`src/core/etc_defs.svh`:
```
// register offsets, field positions, reset values and tick-source codes
`ifndef ETC_DEFS_SVH
`define ETC_DEFS_SVH

`define ETC_OFF_CTRL_A 4'h0
`define ETC_OFF_CTRL_B 4'h1
`define ETC_OFF_COUNT 4'h2
`define ETC_OFF_CMP_A 4'h3
`define ETC_OFF_CMP_B 4'h4
`define ETC_OFF_MASK 4'h5
`define ETC_OFF_FLAG 4'h6
`define ETC_BIT_OVF 0
`define ETC_BIT_CMPA 1
`define ETC_BIT_CMPB 2
`define ETC_BIT_WGM2 3
`define ETC_RST_BYTE 8'h00
`define ETC_MAX_VAL 8'hFF
`define ETC_BOTTOM_VAL 8'h00
`define ETC_CS_NONE 3'h0
`define ETC_CS_DIRECT 3'h1
`define ETC_CS_EXT_FALL 3'h6
`define ETC_CS_EXT_RISE 3'h7
`define ETC_PRE_W 10

`endif

```
`src/core/etc_pkg.sv`:
```
// types shared by the eight-bit timer/counter
package etc_pkg;
    typedef enum logic [2:0] {
        ETC_WM_NORMAL = 3'h0,
        ETC_WM_PC_MAX = 3'h1,
        ETC_WM_CTC = 3'h2,
        ETC_WM_FAST_MAX = 3'h3,
        ETC_WM_RSV4 = 3'h4,
        ETC_WM_PC_CMP = 3'h5,
        ETC_WM_RSV6 = 3'h6,
        ETC_WM_FAST_CMP = 3'h7
    } etc_wmode_t;

    typedef struct packed {
        logic overflow;
        logic match_b;
        logic match_a;
    } etc_events_t;
endpackage : etc_pkg

```
`src/core/etc_timer.sv`:
```
// eight-bit timer/counter with two compare units, Avalon-MM register slave
//
// Local design decisions: the placing of the registers and the Avalon-MM interface to the registers.
`timescale 1ns/1ps
`include "etc_defs.svh"

// Notes on behaviour
// - count and compare values are CPU registers
// - flag register, mask register gate each request
// - tick from clock, prescaler or external pin
// - select picks source and active edge
// - select zero stops and holds counter
// - compares watched continuously against count
// - floor signalled at count zero
// - ceiling signalled at count 255
// - limit is 255 or compare A
// - tick clears, increments or decrements counter
// - counter accessible with or without tick
// - CPU counter write beats counting
// - three-bit mode split over two controls
// - overflow flag set per waveform mode
// - overflow, match A, match B interrupt sources
// - two compare units, flag plus waveform
// - match flag on next tick, W1C
// - counter write blocks next tick's matches
module etc_timer
    import etc_pkg::*;
(
    input wire logic clock_i, // system clock
    input wire logic nrst_i, // async active-low reset
    input wire logic clk_en_i, // freezes all state but the reset synchroniser while low
    input wire logic [3:0] avs_address_i, // register index
    input wire logic avs_read_i, // read strobe
    input wire logic avs_write_i, // write strobe
    input wire logic [31:0] avs_writedata_i, // write data
    output logic [31:0] avs_readdata_o, // read data
    output logic avs_waitrequest_o, // stall
    input wire logic external_count_input_i, // external count pin
    input wire logic irq_ack_i, // interrupt serviced pulse
    input wire logic [2:0] irq_ack_sel_i, // which flag serviced
    output logic irq_o, // level interrupt
    output logic waveform_output_a_o, // compare A match pulse source
    output logic waveform_output_b_o // compare B match pulse source
);
    // ----------------------------------------------------------------
    // reset and pin synchronisers
    // ----------------------------------------------------------------
    logic rst_s1_q, rst_n_q;
    logic ext_s1_q, ext_s2_q, ext_prev_q;

    always_ff @(posedge clock_i or negedge nrst_i) begin
        if (!nrst_i) begin
            rst_s1_q <= 1'b0;
            rst_n_q <= 1'b0;
        end else begin
            rst_s1_q <= 1'b1;
            rst_n_q <= rst_s1_q;
        end
    end

    // ----------------------------------------------------------------
    // state
    // ----------------------------------------------------------------
    logic [7:0] ctrl_a_q, ctrl_a_d, ctrl_b_q, ctrl_b_d;
    logic [7:0] count_value_q, count_value_d;
    logic [7:0] compare_value_a_q, compare_value_a_d;
    logic [7:0] compare_value_b_q, compare_value_b_d;
    logic [2:0] timer_mask_register_q, timer_mask_register_d;
    logic [2:0] timer_flag_register_q, timer_flag_register_d;
    logic [`ETC_PRE_W-1:0] pre_q, pre_d;
    logic dir_down_q, dir_down_d;
    logic block_q, block_d;
    logic [1:0] match_pend_q, match_pend_d;
    logic [31:0] rdata_q, rdata_d;
    logic wait_q, wait_d;
    logic irq_q, irq_d, wave_a_q, wave_a_d, wave_b_q, wave_b_d;

    etc_wmode_t wmode;
    logic [2:0] tick_source_select;
    logic timer_tick, at_floor, at_ceiling, at_limit;
    logic [7:0] limit;
    logic ext_rise, ext_fall;
    logic bus_wr, bus_rd;
    logic [7:0] wbyte;
    etc_events_t ev;

    // ----------------------------------------------------------------
    // tick selection
    // ----------------------------------------------------------------
    assign tick_source_select = ctrl_b_q[2:0];
    assign ext_rise = ext_s2_q & ~ext_prev_q;
    assign ext_fall = ~ext_s2_q & ext_prev_q;

    always_comb begin
        pre_d = pre_q + `ETC_PRE_W'(1);
        timer_tick = 1'b0;
        unique case (tick_source_select)
            `ETC_CS_NONE: timer_tick = 1'b0;
            `ETC_CS_DIRECT: timer_tick = 1'b1;
            3'h2: timer_tick = (pre_q[2:0] == 3'h7);
            3'h3: timer_tick = (pre_q[5:0] == 6'h3F);
            3'h4: timer_tick = (pre_q[7:0] == 8'hFF);
            3'h5: timer_tick = (pre_q == 10'h3FF);
            `ETC_CS_EXT_FALL: timer_tick = ext_fall;
            `ETC_CS_EXT_RISE: timer_tick = ext_rise;
        endcase
    end

    // ----------------------------------------------------------------
    // counter and compare
    // ----------------------------------------------------------------
    assign wmode = etc_wmode_t'({ctrl_b_q[`ETC_BIT_WGM2], ctrl_a_q[1:0]});
    assign limit = wmode[2] ? compare_value_a_q : `ETC_MAX_VAL;
    assign at_floor = (count_value_q == `ETC_BOTTOM_VAL);
    assign at_ceiling = (count_value_q == `ETC_MAX_VAL);
    assign at_limit = (count_value_q == limit);
    // writes land on the answer edge, the only edge at which the master counts them done
    assign bus_wr = avs_write_i & ~wait_q;
    assign bus_rd = avs_read_i & wait_q;
    assign wbyte = avs_writedata_i[7:0];

    always_comb begin
        count_value_d = count_value_q;
        dir_down_d = dir_down_q;
        ev = '0;
        // a match found now raises its flag at the next tick
        match_pend_d = match_pend_q | {count_value_q == compare_value_b_q,
                                       count_value_q == compare_value_a_q};
        block_d = block_q;
        if (timer_tick) begin
            unique case (wmode)
                ETC_WM_CTC: begin
                    count_value_d = (count_value_q == compare_value_a_q) ?
                                    `ETC_BOTTOM_VAL : count_value_q + 8'h01;
                    ev.overflow = at_ceiling;
                end
                ETC_WM_FAST_MAX, ETC_WM_FAST_CMP: begin
                    count_value_d = at_limit ? `ETC_BOTTOM_VAL : count_value_q + 8'h01;
                    ev.overflow = at_limit;
                end
                ETC_WM_PC_MAX, ETC_WM_PC_CMP: begin
                    if (dir_down_q && at_floor) begin
                        dir_down_d = 1'b0;
                        count_value_d = count_value_q + 8'h01;
                        ev.overflow = 1'b1;
                    end else if (!dir_down_q && at_limit) begin
                        dir_down_d = 1'b1;
                        count_value_d = count_value_q - 8'h01;
                    end else begin
                        count_value_d = dir_down_q ? count_value_q - 8'h01 :
                                                     count_value_q + 8'h01;
                    end
                end
                default: begin
                    count_value_d = count_value_q + 8'h01;
                    ev.overflow = at_ceiling;
                end
            endcase
            // the live compare is included so a tick every cycle still flags one tick on
            ev.match_a = (match_pend_q[0] | (count_value_q == compare_value_a_q))
                         & ~block_q;
            ev.match_b = (match_pend_q[1] | (count_value_q == compare_value_b_q))
                         & ~block_q;
            match_pend_d = {count_value_q == compare_value_b_q,
                            count_value_q == compare_value_a_q};
            block_d = 1'b0;
        end
        if (bus_wr && avs_address_i == `ETC_OFF_COUNT) begin
            count_value_d = wbyte;
            block_d = 1'b1;
            match_pend_d = 2'b00;
        end
    end

    // ----------------------------------------------------------------
    // registers, flags and bus
    // ----------------------------------------------------------------
    always_comb begin
        logic [2:0] set_v, clr_v;
        set_v = {ev.match_b, ev.match_a, ev.overflow};
        clr_v = irq_ack_i ? irq_ack_sel_i : 3'b000;
        ctrl_a_d = ctrl_a_q;
        ctrl_b_d = ctrl_b_q;
        compare_value_a_d = compare_value_a_q;
        compare_value_b_d = compare_value_b_q;
        timer_mask_register_d = timer_mask_register_q;
        rdata_d = rdata_q;
        wait_d = 1'b1;
        if (bus_wr) begin
            unique case (avs_address_i)
                `ETC_OFF_CTRL_A: ctrl_a_d = {6'h00, wbyte[1:0]};
                `ETC_OFF_CTRL_B: ctrl_b_d = {4'h0, wbyte[3:0]};
                `ETC_OFF_CMP_A: compare_value_a_d = wbyte;
                `ETC_OFF_CMP_B: compare_value_b_d = wbyte;
                `ETC_OFF_MASK: timer_mask_register_d = wbyte[2:0];
                `ETC_OFF_FLAG: clr_v = clr_v | wbyte[2:0];
                default: ;
            endcase
        end
        if (bus_rd) begin
            unique case (avs_address_i)
                `ETC_OFF_CTRL_A: rdata_d = {24'h000000, ctrl_a_q};
                `ETC_OFF_CTRL_B: rdata_d = {24'h000000, ctrl_b_q};
                `ETC_OFF_COUNT: rdata_d = {24'h000000, count_value_q};
                `ETC_OFF_CMP_A: rdata_d = {24'h000000, compare_value_a_q};
                `ETC_OFF_CMP_B: rdata_d = {24'h000000, compare_value_b_q};
                `ETC_OFF_MASK: rdata_d = {29'h0, timer_mask_register_q};
                `ETC_OFF_FLAG: rdata_d = {29'h0, timer_flag_register_q};
                default: rdata_d = 32'h00000000;
            endcase
        end
        // one wait cycle per access; the first edge of a request drops waitrequest, the answer edge raises it again
        if ((avs_read_i | avs_write_i) && wait_q) begin
            wait_d = 1'b0;
        end
        // set beats clear so an event in the clearing cycle survives
        timer_flag_register_d = (timer_flag_register_q & ~clr_v) | set_v;
        irq_d = |(timer_flag_register_d & timer_mask_register_d);
        wave_a_d = ev.match_a;
        wave_b_d = ev.match_b;
    end

    always_ff @(posedge clock_i or negedge rst_n_q) begin
        if (!rst_n_q) begin
            ext_s1_q <= 1'b0;
            ext_s2_q <= 1'b0;
            ext_prev_q <= 1'b0;
            ctrl_a_q <= `ETC_RST_BYTE;
            ctrl_b_q <= `ETC_RST_BYTE;
            count_value_q <= `ETC_RST_BYTE;
            compare_value_a_q <= `ETC_RST_BYTE;
            compare_value_b_q <= `ETC_RST_BYTE;
            timer_mask_register_q <= 3'h0;
            timer_flag_register_q <= 3'h0;
            pre_q <= '0;
            dir_down_q <= 1'b0;
            block_q <= 1'b0;
            match_pend_q <= 2'b00;
            rdata_q <= 32'h00000000;
            wait_q <= 1'b1;
            irq_q <= 1'b0;
            wave_a_q <= 1'b0;
            wave_b_q <= 1'b0;
        end else if (clk_en_i) begin
            ext_s1_q <= external_count_input_i;
            ext_s2_q <= ext_s1_q;
            ext_prev_q <= ext_s2_q;
            ctrl_a_q <= ctrl_a_d;
            ctrl_b_q <= ctrl_b_d;
            count_value_q <= count_value_d;
            compare_value_a_q <= compare_value_a_d;
            compare_value_b_q <= compare_value_b_d;
            timer_mask_register_q <= timer_mask_register_d;
            timer_flag_register_q <= timer_flag_register_d;
            pre_q <= pre_d;
            dir_down_q <= dir_down_d;
            block_q <= block_d;
            match_pend_q <= match_pend_d;
            rdata_q <= rdata_d;
            wait_q <= wait_d;
            irq_q <= irq_d;
            wave_a_q <= wave_a_d;
            wave_b_q <= wave_b_d;
        end
    end

    assign avs_readdata_o = rdata_q;
    assign avs_waitrequest_o = wait_q;
    assign irq_o = irq_q;
    assign waveform_output_a_o = wave_a_q;
    assign waveform_output_b_o = wave_b_q;

    // ----------------------------------------------------------------
    // checks
    // ----------------------------------------------------------------
    chk_stop_hold: assert property (@(posedge clock_i) disable iff (!rst_n_q)
        (clk_en_i && tick_source_select == `ETC_CS_NONE && !bus_wr)
        |=> count_value_q == $past(count_value_q))
        else $error("counter moved with no tick source");
    chk_write_wins: assert property (@(posedge clock_i) disable iff (!rst_n_q)
        (clk_en_i && bus_wr && avs_address_i == `ETC_OFF_COUNT)
        |=> count_value_q == $past(wbyte))
        else $error("counter write lost");
    chk_match_block: assert property (@(posedge clock_i) disable iff (!rst_n_q)
        (clk_en_i && bus_wr && avs_address_i == `ETC_OFF_COUNT) |=> block_q)
        else $error("match block not armed");
    chk_irq_gate: assert property (@(posedge clock_i) disable iff (!rst_n_q)
        ##1 irq_o == |(timer_flag_register_q & timer_mask_register_q))
        else $error("interrupt not gated by mask");
    chk_normal_wrap: assert property (@(posedge clock_i) disable iff (!rst_n_q)
        (clk_en_i && timer_tick && wmode == ETC_WM_NORMAL && at_ceiling && !bus_wr)
        |=> timer_flag_register_q[`ETC_BIT_OVF] && count_value_q == 8'h00)
        else $error("overflow not raised at wrap");
    chk_tick_step: assert property (@(posedge clock_i) disable iff (!rst_n_q)
        (clk_en_i && timer_tick && wmode == ETC_WM_NORMAL && !bus_wr)
        |=> count_value_q == $past(count_value_q) + 8'h01)
        else $error("normal mode did not increment");
    chk_ctc_clear: assert property (@(posedge clock_i) disable iff (!rst_n_q)
        (clk_en_i && timer_tick && wmode == ETC_WM_CTC && !bus_wr
         && count_value_q == compare_value_a_q) |=> count_value_q == 8'h00)
        else $error("clear on compare missed");
    chk_flag_sticky: assert property (@(posedge clock_i) disable iff (!rst_n_q)
        (clk_en_i && timer_flag_register_q[0] && !irq_ack_i && !bus_wr)
        |=> timer_flag_register_q[0])
        else $error("overflow flag dropped without clear");
    chk_bus_answer: assert property (@(posedge clock_i) disable iff (!rst_n_q)
        (clk_en_i && (avs_read_i || avs_write_i) && wait_q) |=> !avs_waitrequest_o)
        else $error("bus answer late");

    // ----------------------------------------------------------------
    // checks on flags, pulses, counting modes and register access
    // ----------------------------------------------------------------
    // a flag raised in the cycle of an acknowledge must survive it
    chk_flag_seta: assert property (@(posedge clock_i) disable iff (!rst_n_q)
        (clk_en_i && ev.match_a) |=> timer_flag_register_q[`ETC_BIT_CMPA])
        else $error("compare A flag not raised");
    chk_flag_setb: assert property (@(posedge clock_i) disable iff (!rst_n_q)
        (clk_en_i && ev.match_b) |=> timer_flag_register_q[`ETC_BIT_CMPB])
        else $error("compare B flag not raised");
    chk_wave_a_pulse: assert property (@(posedge clock_i) disable iff (!rst_n_q)
        (clk_en_i && ev.match_a) |=> waveform_output_a_o)
        else $error("waveform A pulse missing");
    chk_wave_b_pulse: assert property (@(posedge clock_i) disable iff (!rst_n_q)
        (clk_en_i && ev.match_b) |=> waveform_output_b_o)
        else $error("waveform B pulse missing");
    chk_pc_top_turn: assert property (@(posedge clock_i) disable iff (!rst_n_q)
        (clk_en_i && timer_tick && !bus_wr && !dir_down_q && at_limit
         && (wmode == ETC_WM_PC_MAX || wmode == ETC_WM_PC_CMP)) |=> dir_down_q)
        else $error("phase correct did not turn at top");
    chk_pc_bottom_ovf: assert property (@(posedge clock_i) disable iff (!rst_n_q)
        (clk_en_i && timer_tick && !bus_wr && dir_down_q && at_floor
         && (wmode == ETC_WM_PC_MAX || wmode == ETC_WM_PC_CMP))
        |=> timer_flag_register_q[`ETC_BIT_OVF] && !dir_down_q)
        else $error("phase correct bottom turn missed");
    chk_fast_wrap: assert property (@(posedge clock_i) disable iff (!rst_n_q)
        (clk_en_i && timer_tick && !bus_wr && at_limit
         && (wmode == ETC_WM_FAST_MAX || wmode == ETC_WM_FAST_CMP))
        |=> count_value_q == 8'h00 && timer_flag_register_q[`ETC_BIT_OVF])
        else $error("fast mode wrap missed");
    // no match flag may rise from the tick right after a counter write
    chk_blocked_tick: assert property (@(posedge clock_i) disable iff (!rst_n_q)
        (clk_en_i && timer_tick && block_q)
        |=> (timer_flag_register_q[2:1] & ~$past(timer_flag_register_q[2:1])) == 2'b00)
        else $error("match not blocked after counter write");
    chk_ack_clear: assert property (@(posedge clock_i) disable iff (!rst_n_q)
        (clk_en_i && irq_ack_i && irq_ack_sel_i[`ETC_BIT_OVF] && !ev.overflow)
        |=> !timer_flag_register_q[`ETC_BIT_OVF])
        else $error("overflow flag not cleared by service");
    chk_unmapped_read: assert property (@(posedge clock_i) disable iff (!rst_n_q)
        (clk_en_i && bus_rd && avs_address_i > `ETC_OFF_FLAG) |=> avs_readdata_o == 32'h00000000)
        else $error("unmapped index read not zero");
    chk_read_count: assert property (@(posedge clock_i) disable iff (!rst_n_q)
        (clk_en_i && bus_rd && avs_address_i == `ETC_OFF_COUNT)
        |=> avs_readdata_o == {24'h000000, $past(count_value_q)})
        else $error("counter read wrong");
    chk_cmp_write: assert property (@(posedge clock_i) disable iff (!rst_n_q)
        (clk_en_i && bus_wr && avs_address_i == `ETC_OFF_CMP_A)
        |=> compare_value_a_q == $past(wbyte))
        else $error("compare A write lost");
    chk_mode_write: assert property (@(posedge clock_i) disable iff (!rst_n_q)
        (clk_en_i && bus_wr && avs_address_i == `ETC_OFF_CTRL_B)
        |=> ctrl_b_q == {4'h0, $past(wbyte[3:0])})
        else $error("control B write lost");
    chk_mask_write: assert property (@(posedge clock_i) disable iff (!rst_n_q)
        (clk_en_i && bus_wr && avs_address_i == `ETC_OFF_MASK)
        |=> timer_mask_register_q == $past(wbyte[2:0]))
        else $error("mask write lost");
    // waitrequest rests high so a new request is never answered before it is taken
    chk_wait_rest: assert property (@(posedge clock_i) disable iff (!rst_n_q)
        (clk_en_i && !avs_read_i && !avs_write_i) |=> avs_waitrequest_o)
        else $error("waitrequest low without request");
endmodule : etc_timer

```
`config.mk`:
```
export PLATFORM = sky130hd
export DESIGN_NAME = etc_timer
export DESIGN_NICKNAME = d
export VERILOG_FILES = /design/src/core/etc_pkg.sv /design/src/core/etc_timer.sv
export VERILOG_INCLUDE_DIRS = /design/src /design/src/core
export SDC_FILE = /design/constraint.sdc
export NUM_CORES = 1
export LEC_CHECK = 0
export BUFFER_PORTS_ARGS = -buffer_cell sky130_fd_sc_hd__buf_2
export CAP_MARGIN = 20
export CORE_AREA = 2 2 105 107
export DETAILED_ROUTE_END_ITERATION = 10
export DIE_AREA = 0 0 107 109
export SYNTH_ARGS = -nofsm -noshare
export SYNTH_HDL_FRONTEND = slang
export SYNTH_SLANG_ARGS = --single-unit
```
`constraint.sdc`:
```
create_clock -name clock_i -period 2 [get_ports clock_i]
set_input_delay 0.3 -clock clock_i [delete_from_list [all_inputs] [get_ports clock_i]]
set_output_delay 0.3 -clock clock_i [all_outputs]
set_load 0.02 [all_outputs]
```
==> out/summary.txt, run 1 <==
Worst Reg2Reg Path Length in Cells - 8
Antenna diodes - 0
clk slew on worst S/H paths - 0.07 ns
Clock Sink Count - 67
R2R setup slack - -0.69 ns
Yosys reg bits - 67
number of standard cells in the final layout excluding fillers - 709
violations in the final reports - setup timing
vertical die dimension - 109 um
initial antenna violation count - 0
final WL - 11800 um
share of synthesized area occupied by flip-flops and latches - 40.6%
vias after detailed routing - 3719
count of pins over their slew limit - 0
number of placed instances with taps included - 684
capturing point of the worst reg2reg path - count_value_q[7]
mean routed wirelength per cell - 16.7 um
number of clock buffers inserted by TritonCTS - 9
number of failing hold endpoints at the final stage - 0
largest delay contributor family on the critical path - simple AND/OR/NAND/NOR gates
fraction of post-synthesis cell area in the top cell type by area - 40.0%
total iterations of the first detailed-routing run - 5
CP max FO - 2
delay of the slowest cell on the worst path - 0.56 ns
result of the run - complete, but fails checks
ratio of final minimum period to clock period - 135%
Crit Path Class - register to register
type of destination of the critical path - register
Synth Area per Inst - 9.45 um^2
power per cell area - 970 mW/mm^2
cell with the most instances after synthesis - sky130_fd_sc_hd__dfrtp_1
number of maximum-capacitance violations - 0
end of the critical path - count_value_q[7]
top post-synthesis cells by count - 66 x sky130_fd_sc_hd__dfrtp_1, 38 x sky130_fd_sc_hd__nand2_1, 34 x sky130_fd_sc_hd__mux2_2
yosys synthesis warning count - 0
number of antenna-violating nets in the routed design - 0
skew final - 0.0128 ns
share of flip-flops with an asynchronous set or reset after synthesis - 100%
highest achievable clock rate - 371 MHz
fin nets - 615
width of the die - 107 um
Worst-Skew Late Latency - 0.36 ns
Synth Flop Type - sky130_fd_sc_hd__dfrtp_1
number of flops mapped to enable cells by yosys - 0
Leak Pwr - 2.62 nW
Final Worst Setup Slack - -0.694 ns
cell-by-cell trace of the critical path - nor2b_4 -> or4_4 -> o21ai_4 -> a21oi_2 -> or4b_4 -> or4_4 -> o31ai_4 -> a211o_1
global-route congestion overflow total - 0
r2r startpoint - count_value_q[1]
total routing usage reported by global routing - 21.2%
summed instance area of the synthesized netlist - 0.00413 mm^2
number of cells on the critical path - 8
peak supply drop - 0.000613 V
crit path buf inv count - 0
RSZ-0062 raised after global routing - yes
Total Negative Setup Slacks - -4.74 ns
area inside the core boundary - 0.0106 mm^2
layout overhead on the synthesized area - 33.7%
total of buffers placed on input and output ports - 33
maximum root-to-sink buffer count - 2
share of layout cells above drive strength 1 - 40.1%
HPWL reported at the end of detailed placement - 8530 um
Final Setup Violations - 11
most frequent cell on the critical path - sky130_fd_sc_hd__or4_4
number of global-route vias before repair - 3711
starting utilization of the core area - 38.9%
data arrival time of the worst path - 2.98 ns
data required time of the worst path - 2.29 ns
Worst Setup Start Kind - register
maximum number of pins on one net before global-route repair - 66
number of DRC violations after detailed-routing iteration 0 - 241
CTS tree - yes
library cell contributing the largest single delay on the critical path - sky130_fd_sc_hd__or4_4
GPL Wtd Cong - 0.958
minimum clock period - 2.69 ns
synthesized netlist cell count - 437
startpoint of the most critical setup path - count_value_q[1]
largest area contributor in the synthesized netlist - sky130_fd_sc_hd__dfrtp_1
Remaining DRCs - 0
maximum level of the CTS H-tree - 3
type of the worst min-delay path - primary input to register
cell depth of the worst hold path - 2
I/O pin count - 82
die area - 0.0117 mm^2
Site Rows - 38
number of distinct standard cells referenced by the synthesized netlist - 60
Area contributors post-synth - sky130_fd_sc_hd__dfrtp_1 40%, sky130_fd_sc_hd__mux2_2 9.3%, sky130_fd_sc_hd__buf_4 4.4%
first-pass GRT wire length - 19000 um
root buffer cell - sky130_fd_sc_hd__clkbuf_8
dpl ws - -0.707 ns
Avg Vias per Cell - 5.25
-- registers in the layout, indices dropped and copies added (netlist names), 3 cells and up --
signal / count
compare_value_b_q: 8
avs_readdata_o: 8
timer_flag_register_q: 3
timer_mask_register_q: 3
compare_value_a_q: 8
ctrl_b_q: 4
pre_q: 10
count_value_q: 8
-- stage by stage --
step           utilization [%]  cell area, um^2  total power (W)  hold slack (ns)
2_1_floorplan                -             4260          0.00313          0.00441
3_3_place_gp              47.8             5070          0.00402           0.0862
3_5_place_dp              47.8             5070          0.00405           0.0891
4_1_cts                   51.4             5450          0.00531            0.186
5_1_grt                   52.1             5520          0.00569            0.179
6_report                  52.1             5520          0.00536            0.188
-- report_power, final --
| part | switching (W) | total, W | internal, W |
|---|---|---|---|
| sequential | 0.000213 | 0.00184 | 0.00162 |
| combinational | 0.00123 | 0.00246 | 0.00123 |
| clock | 0.000542 | 0.00106 | 0.000518 |
-- worst min-delay path by stage --
stage	start	endpoint	slack (ns)
after floorplan	nrst_i	rst_n_q	0.004
after global placement	nrst_i	rst_s1_q	0.09
after detailed placement	nrst_i	rst_s1_q	0.09
after CTS	external_count_input_i	ext_s1_q	0.19
after global routing	external_count_input_i	ext_s1_q	0.18
final	external_count_input_i	ext_s1_q	0.19
-- cell usage in the layout (no fill, tap or decap), types with 4 or more instances in the layout --
cell type / synthesis / layout
sky130_fd_sc_hd__and3_1: 10 / 8
sky130_fd_sc_hd__xor2_1: 12 / 12
sky130_fd_sc_hd__buf_2: 4 / 33
sky130_fd_sc_hd__a21o_1: 4 / 4
sky130_fd_sc_hd__nor2_1: 29 / 25
sky130_fd_sc_hd__a22oi_1: 8 / 8
sky130_fd_sc_hd__conb_1: 2 / 25
sky130_fd_sc_hd__o21ai_0: 19 / 15
sky130_fd_sc_hd__a22o_1: 7 / 7
sky130_fd_sc_hd__inv_1: 11 / 10
sky130_fd_sc_hd__mux2_2: 34 / 34
sky130_fd_sc_hd__nor2b_1: 17 / 13
sky130_fd_sc_hd__xnor2_1: 8 / 8
sky130_fd_sc_hd__buf_4: 24 / 96
sky130_fd_sc_hd__mux2i_1: 4 / 4
sky130_fd_sc_hd__or4_4: 3 / 4
sky130_fd_sc_hd__nand3_1: 13 / 12
sky130_fd_sc_hd__a21oi_1: 15 / 9
sky130_fd_sc_hd__nand4_1: 6 / 6
sky130_fd_sc_hd__nand2b_1: 11 / 11
sky130_fd_sc_hd__a21oi_2: 0 / 5
sky130_fd_sc_hd__nor4_1: 5 / 4
sky130_fd_sc_hd__clkbuf_8: 0 / 11
sky130_fd_sc_hd__nor3_1: 6 / 4
sky130_fd_sc_hd__buf_6: 1 / 7
sky130_fd_sc_hd__nand2_1: 38 / 38
sky130_fd_sc_hd__dfrtp_1: 66 / 65
-- what timing repair did --
action | CTS | global route
pin swaps | 21 | 18
setup endpoints to repair | 17 | 18
gates resized for setup | 35 | 13
hold endpoints to repair | 2 | 0
hold buffers | 1 | 0
setup buffers | 7 | 3
-- area by class of cell --
type                            count  area [um^2]
Multi-Input combinational cell    336         2430
Tap cell                          140          175
Clock inverter                      2         12.5
Fill cell                         965         5080
Timing Repair Buffer              139         1010
Inverter                           11         41.3
Clock buffer                       14          163
Sequential cell                    67         1680
-- logic make-up (layout without fill, tap and decap cells) --
logic type,Yosys count,after routing,share of synthesized area (%)
and+or+nand+nor,151,151,18.9
DFF,67,67,40.6
other,2,25,0.182
adders and majority gates,5,5,1.52
buffers and inverters,57,166,7.67
AOI/OAI and AO/OA,97,97,16.6
muxes,38,38,10.2
xor gates and xnor gates,20,20,4.24
-- metal layers --
metal  global-route usage (%)  up-vias  wire length (um)
li1                         -     1782                 -
met1                     28.4     1832              5500
met2                     34.4       88              5710
met3                     4.36       17               435
met4                     6.77        0               195
met5                        0        -                 0
No activity file was read; power rests on OpenSTA's default activity.
==> run 2: changes to the inputs <==
- CTS_BUF_LIST: unset -> sky130_fd_sc_hd__clkbuf_8
==> out/summary.txt, run 2 (synthesis gave the netlist of run 1 again) <==
result of the run - complete, but fails checks
violations in the final reports - setup timing
CTS tree - yes
Final Setup Violations - 11
number of global-route vias before repair - 3711
met1 Resource Use GR - 28.4%
Crit Path Class - register to register
number of antenna-violating nets in the routed design - 0
area inside the core boundary - 0.0106 mm^2
fin nets - 615
capturing point of the worst reg2reg path - count_value_q[7]
Worst Reg2Reg Path Length in Cells - 8
initial antenna violation count - 0
highest achievable clock rate - 371 MHz
minimum clock period - 2.70 ns
number of clock buffers inserted by TritonCTS - 9
RSZ-0062 raised after global routing - yes
type of the worst min-delay path - primary input to register
final WL - 11800 um
Antenna diodes - 0
Leak Pwr - 2.63 nW
R2R setup slack - -0.70 ns
vertical die dimension - 109 um
share of layout cells above drive strength 1 - 40.1%
most used cells in the layout excluding fill and tap cells - 96 x sky130_fd_sc_hd__buf_4, 65 x sky130_fd_sc_hd__dfrtp_1, 38 x sky130_fd_sc_hd__nand2_1
HPWL reported at the end of detailed placement - 8530 um
gr busiest metal - met2
total routing usage reported by global routing - 21.2%
CP max FO - 2
Final Worst Setup Slack - -0.695 ns
I/O pin count - 82
maximum level of the CTS H-tree - 3
data required time of the worst path - 2.29 ns
Remaining DRCs - 0
number of failing hold endpoints at the final stage - 0
GPL Wtd Cong - 0.958
cell depth of the worst hold path - 2
type of destination of the critical path - register
global-route congestion overflow total - 0
worst hold slack - 0.193 ns
ratio of final minimum period to clock period - 135%
total of buffers placed on input and output ports - 33
final standard cell utilization of the core - 52.1%
Worst Setup Start Kind - register
Clock Sink Count - 67
cell-by-cell trace of the critical path - nor2b_4 -> or4_4 -> o21ai_4 -> a21oi_2 -> or4b_4 -> or4_4 -> o31ai_4 -> a211o_1
total iterations of the first detailed-routing run - 4
most frequent cell on the critical path - sky130_fd_sc_hd__or4_4
global routing usage on met3 - 4.36%
number of DRC violations after detailed-routing iteration 0 - 276
skew final - 0.0125 ns
r2r startpoint - count_value_q[1]
register bank with the most flops - pre_q
root buffer cell - sky130_fd_sc_hd__clkbuf_8
most common cell after layout, fill and taps aside - sky130_fd_sc_hd__buf_4
peak supply drop - 0.000613 V
hold worst-path end - ext_s1_q
placed instance area - 0.00507 mm^2
number of maximum-capacitance violations - 0
maximum number of pins on one net before global-route repair - 66
library cell contributing the largest single delay on the critical path - sky130_fd_sc_hd__or4_4
clk slew on worst S/H paths - 0.07 ns
power per cell area - 965 mW/mm^2
width of the die - 107 um
Site Rows - 38
die area - 0.0117 mm^2
Worst-Skew Late Latency - 0.35 ns
post-route cell area - 0.00552 mm^2
data arrival time of the worst path - 2.98 ns
mean routed wirelength per cell - 16.7 um
Avg Vias per Cell - 5.21
delay of the slowest cell on the worst path - 0.57 ns
number of flip-flops in the largest register - 10
layout overhead on the synthesized area - 33.7%
number of filler instances in the final layout - 965
maximum root-to-sink buffer count - 2
routing usage on met2 - 34.4%
first-pass GRT wire length - 19000 um
starting utilization of the core area - 38.9%
count of pins over their slew limit - 0
vias after detailed routing - 3692
Worst Hold Launch - external_count_input_i
## run 2: power by group
part / internal (W) / switching (W)
logic: 0.00123 / 0.00123
registers: 0.00162 / 0.000212
clock network: 0.000503 / 0.000534
total: 0.00336 / 0.00197
## run 2: how the worst max path moves through the flow
stage | from | to | slack [ns] | depth (start not counted)
floorplan | count_value_q[7] | count_value_q[7] | -0.77 | 10
global placement | count_value_q[4] | count_value_q[2] | -0.66 | 9
detailed placement | count_value_q[6] | count_value_q[5] | -0.71 | 9
CTS | count_value_q[7] | count_value_q[7] | -0.66 | 8
global route | count_value_q[1] | count_value_q[7] | -0.78 | 8
finish | count_value_q[1] | count_value_q[7] | -0.70 | 8
## run 2: metal layers
metal  vias to the layer above  routed length, um
met2                       106               5720
met4                         0                244
met1                      1787               5240
li1                       1780                  -
met3                        19                611
met5                         -                  0
## run 2: what timing repair did
| item | 4_1_cts | 5_1_grt |
|---|---|---|
| setup buffers | 7 | 3 |
| endpoints found under the hold margin | 2 | 0 |
| hold buffers | 1 | 0 |
| pin swaps | 21 | 18 |
| resized for setup | 35 | 13 |
| setup endpoints to repair | 17 | 18 |
## run 2: per-stage QoR
stage / total power [W] / TNS [ns] / instances / worst slack [ns]
6_report: 0.00533 / -4.71 / 709 / -0.695
5_1_grt: 0.00567 / -6.07 / 709 / -0.783
4_1_cts: 0.00530 / -3.86 / 707 / -0.655
3_5_place_dp: 0.00405 / -5.35 / 684 / -0.707
3_3_place_gp: 0.00402 / -4.91 / 684 / -0.663
2_1_floorplan: 0.00313 / -2.51 / 460 / -0.767
## run 2: critical path, delay by kind of cell, from the launching register on
family,cells,cell delay (ns)
AOI/OAI and AO/OA,4,0.55
and+or+nand+nor,4,1.71
DFF,1,0.38
## run 2: area by class of cell
cell class | instances | area [um^2] | area share [%]
clock buffers | 11 | 151 | 2.74
clock inverters | 5 | 23.8 | 0.431
inverters | 11 | 41.3 | 0.748
multi-input cells | 336 | 2430 | 44.1
flip-flops and latches | 67 | 1680 | 30.4
well taps | 140 | 175 | 3.17
repair buffers | 139 | 1010 | 18.4
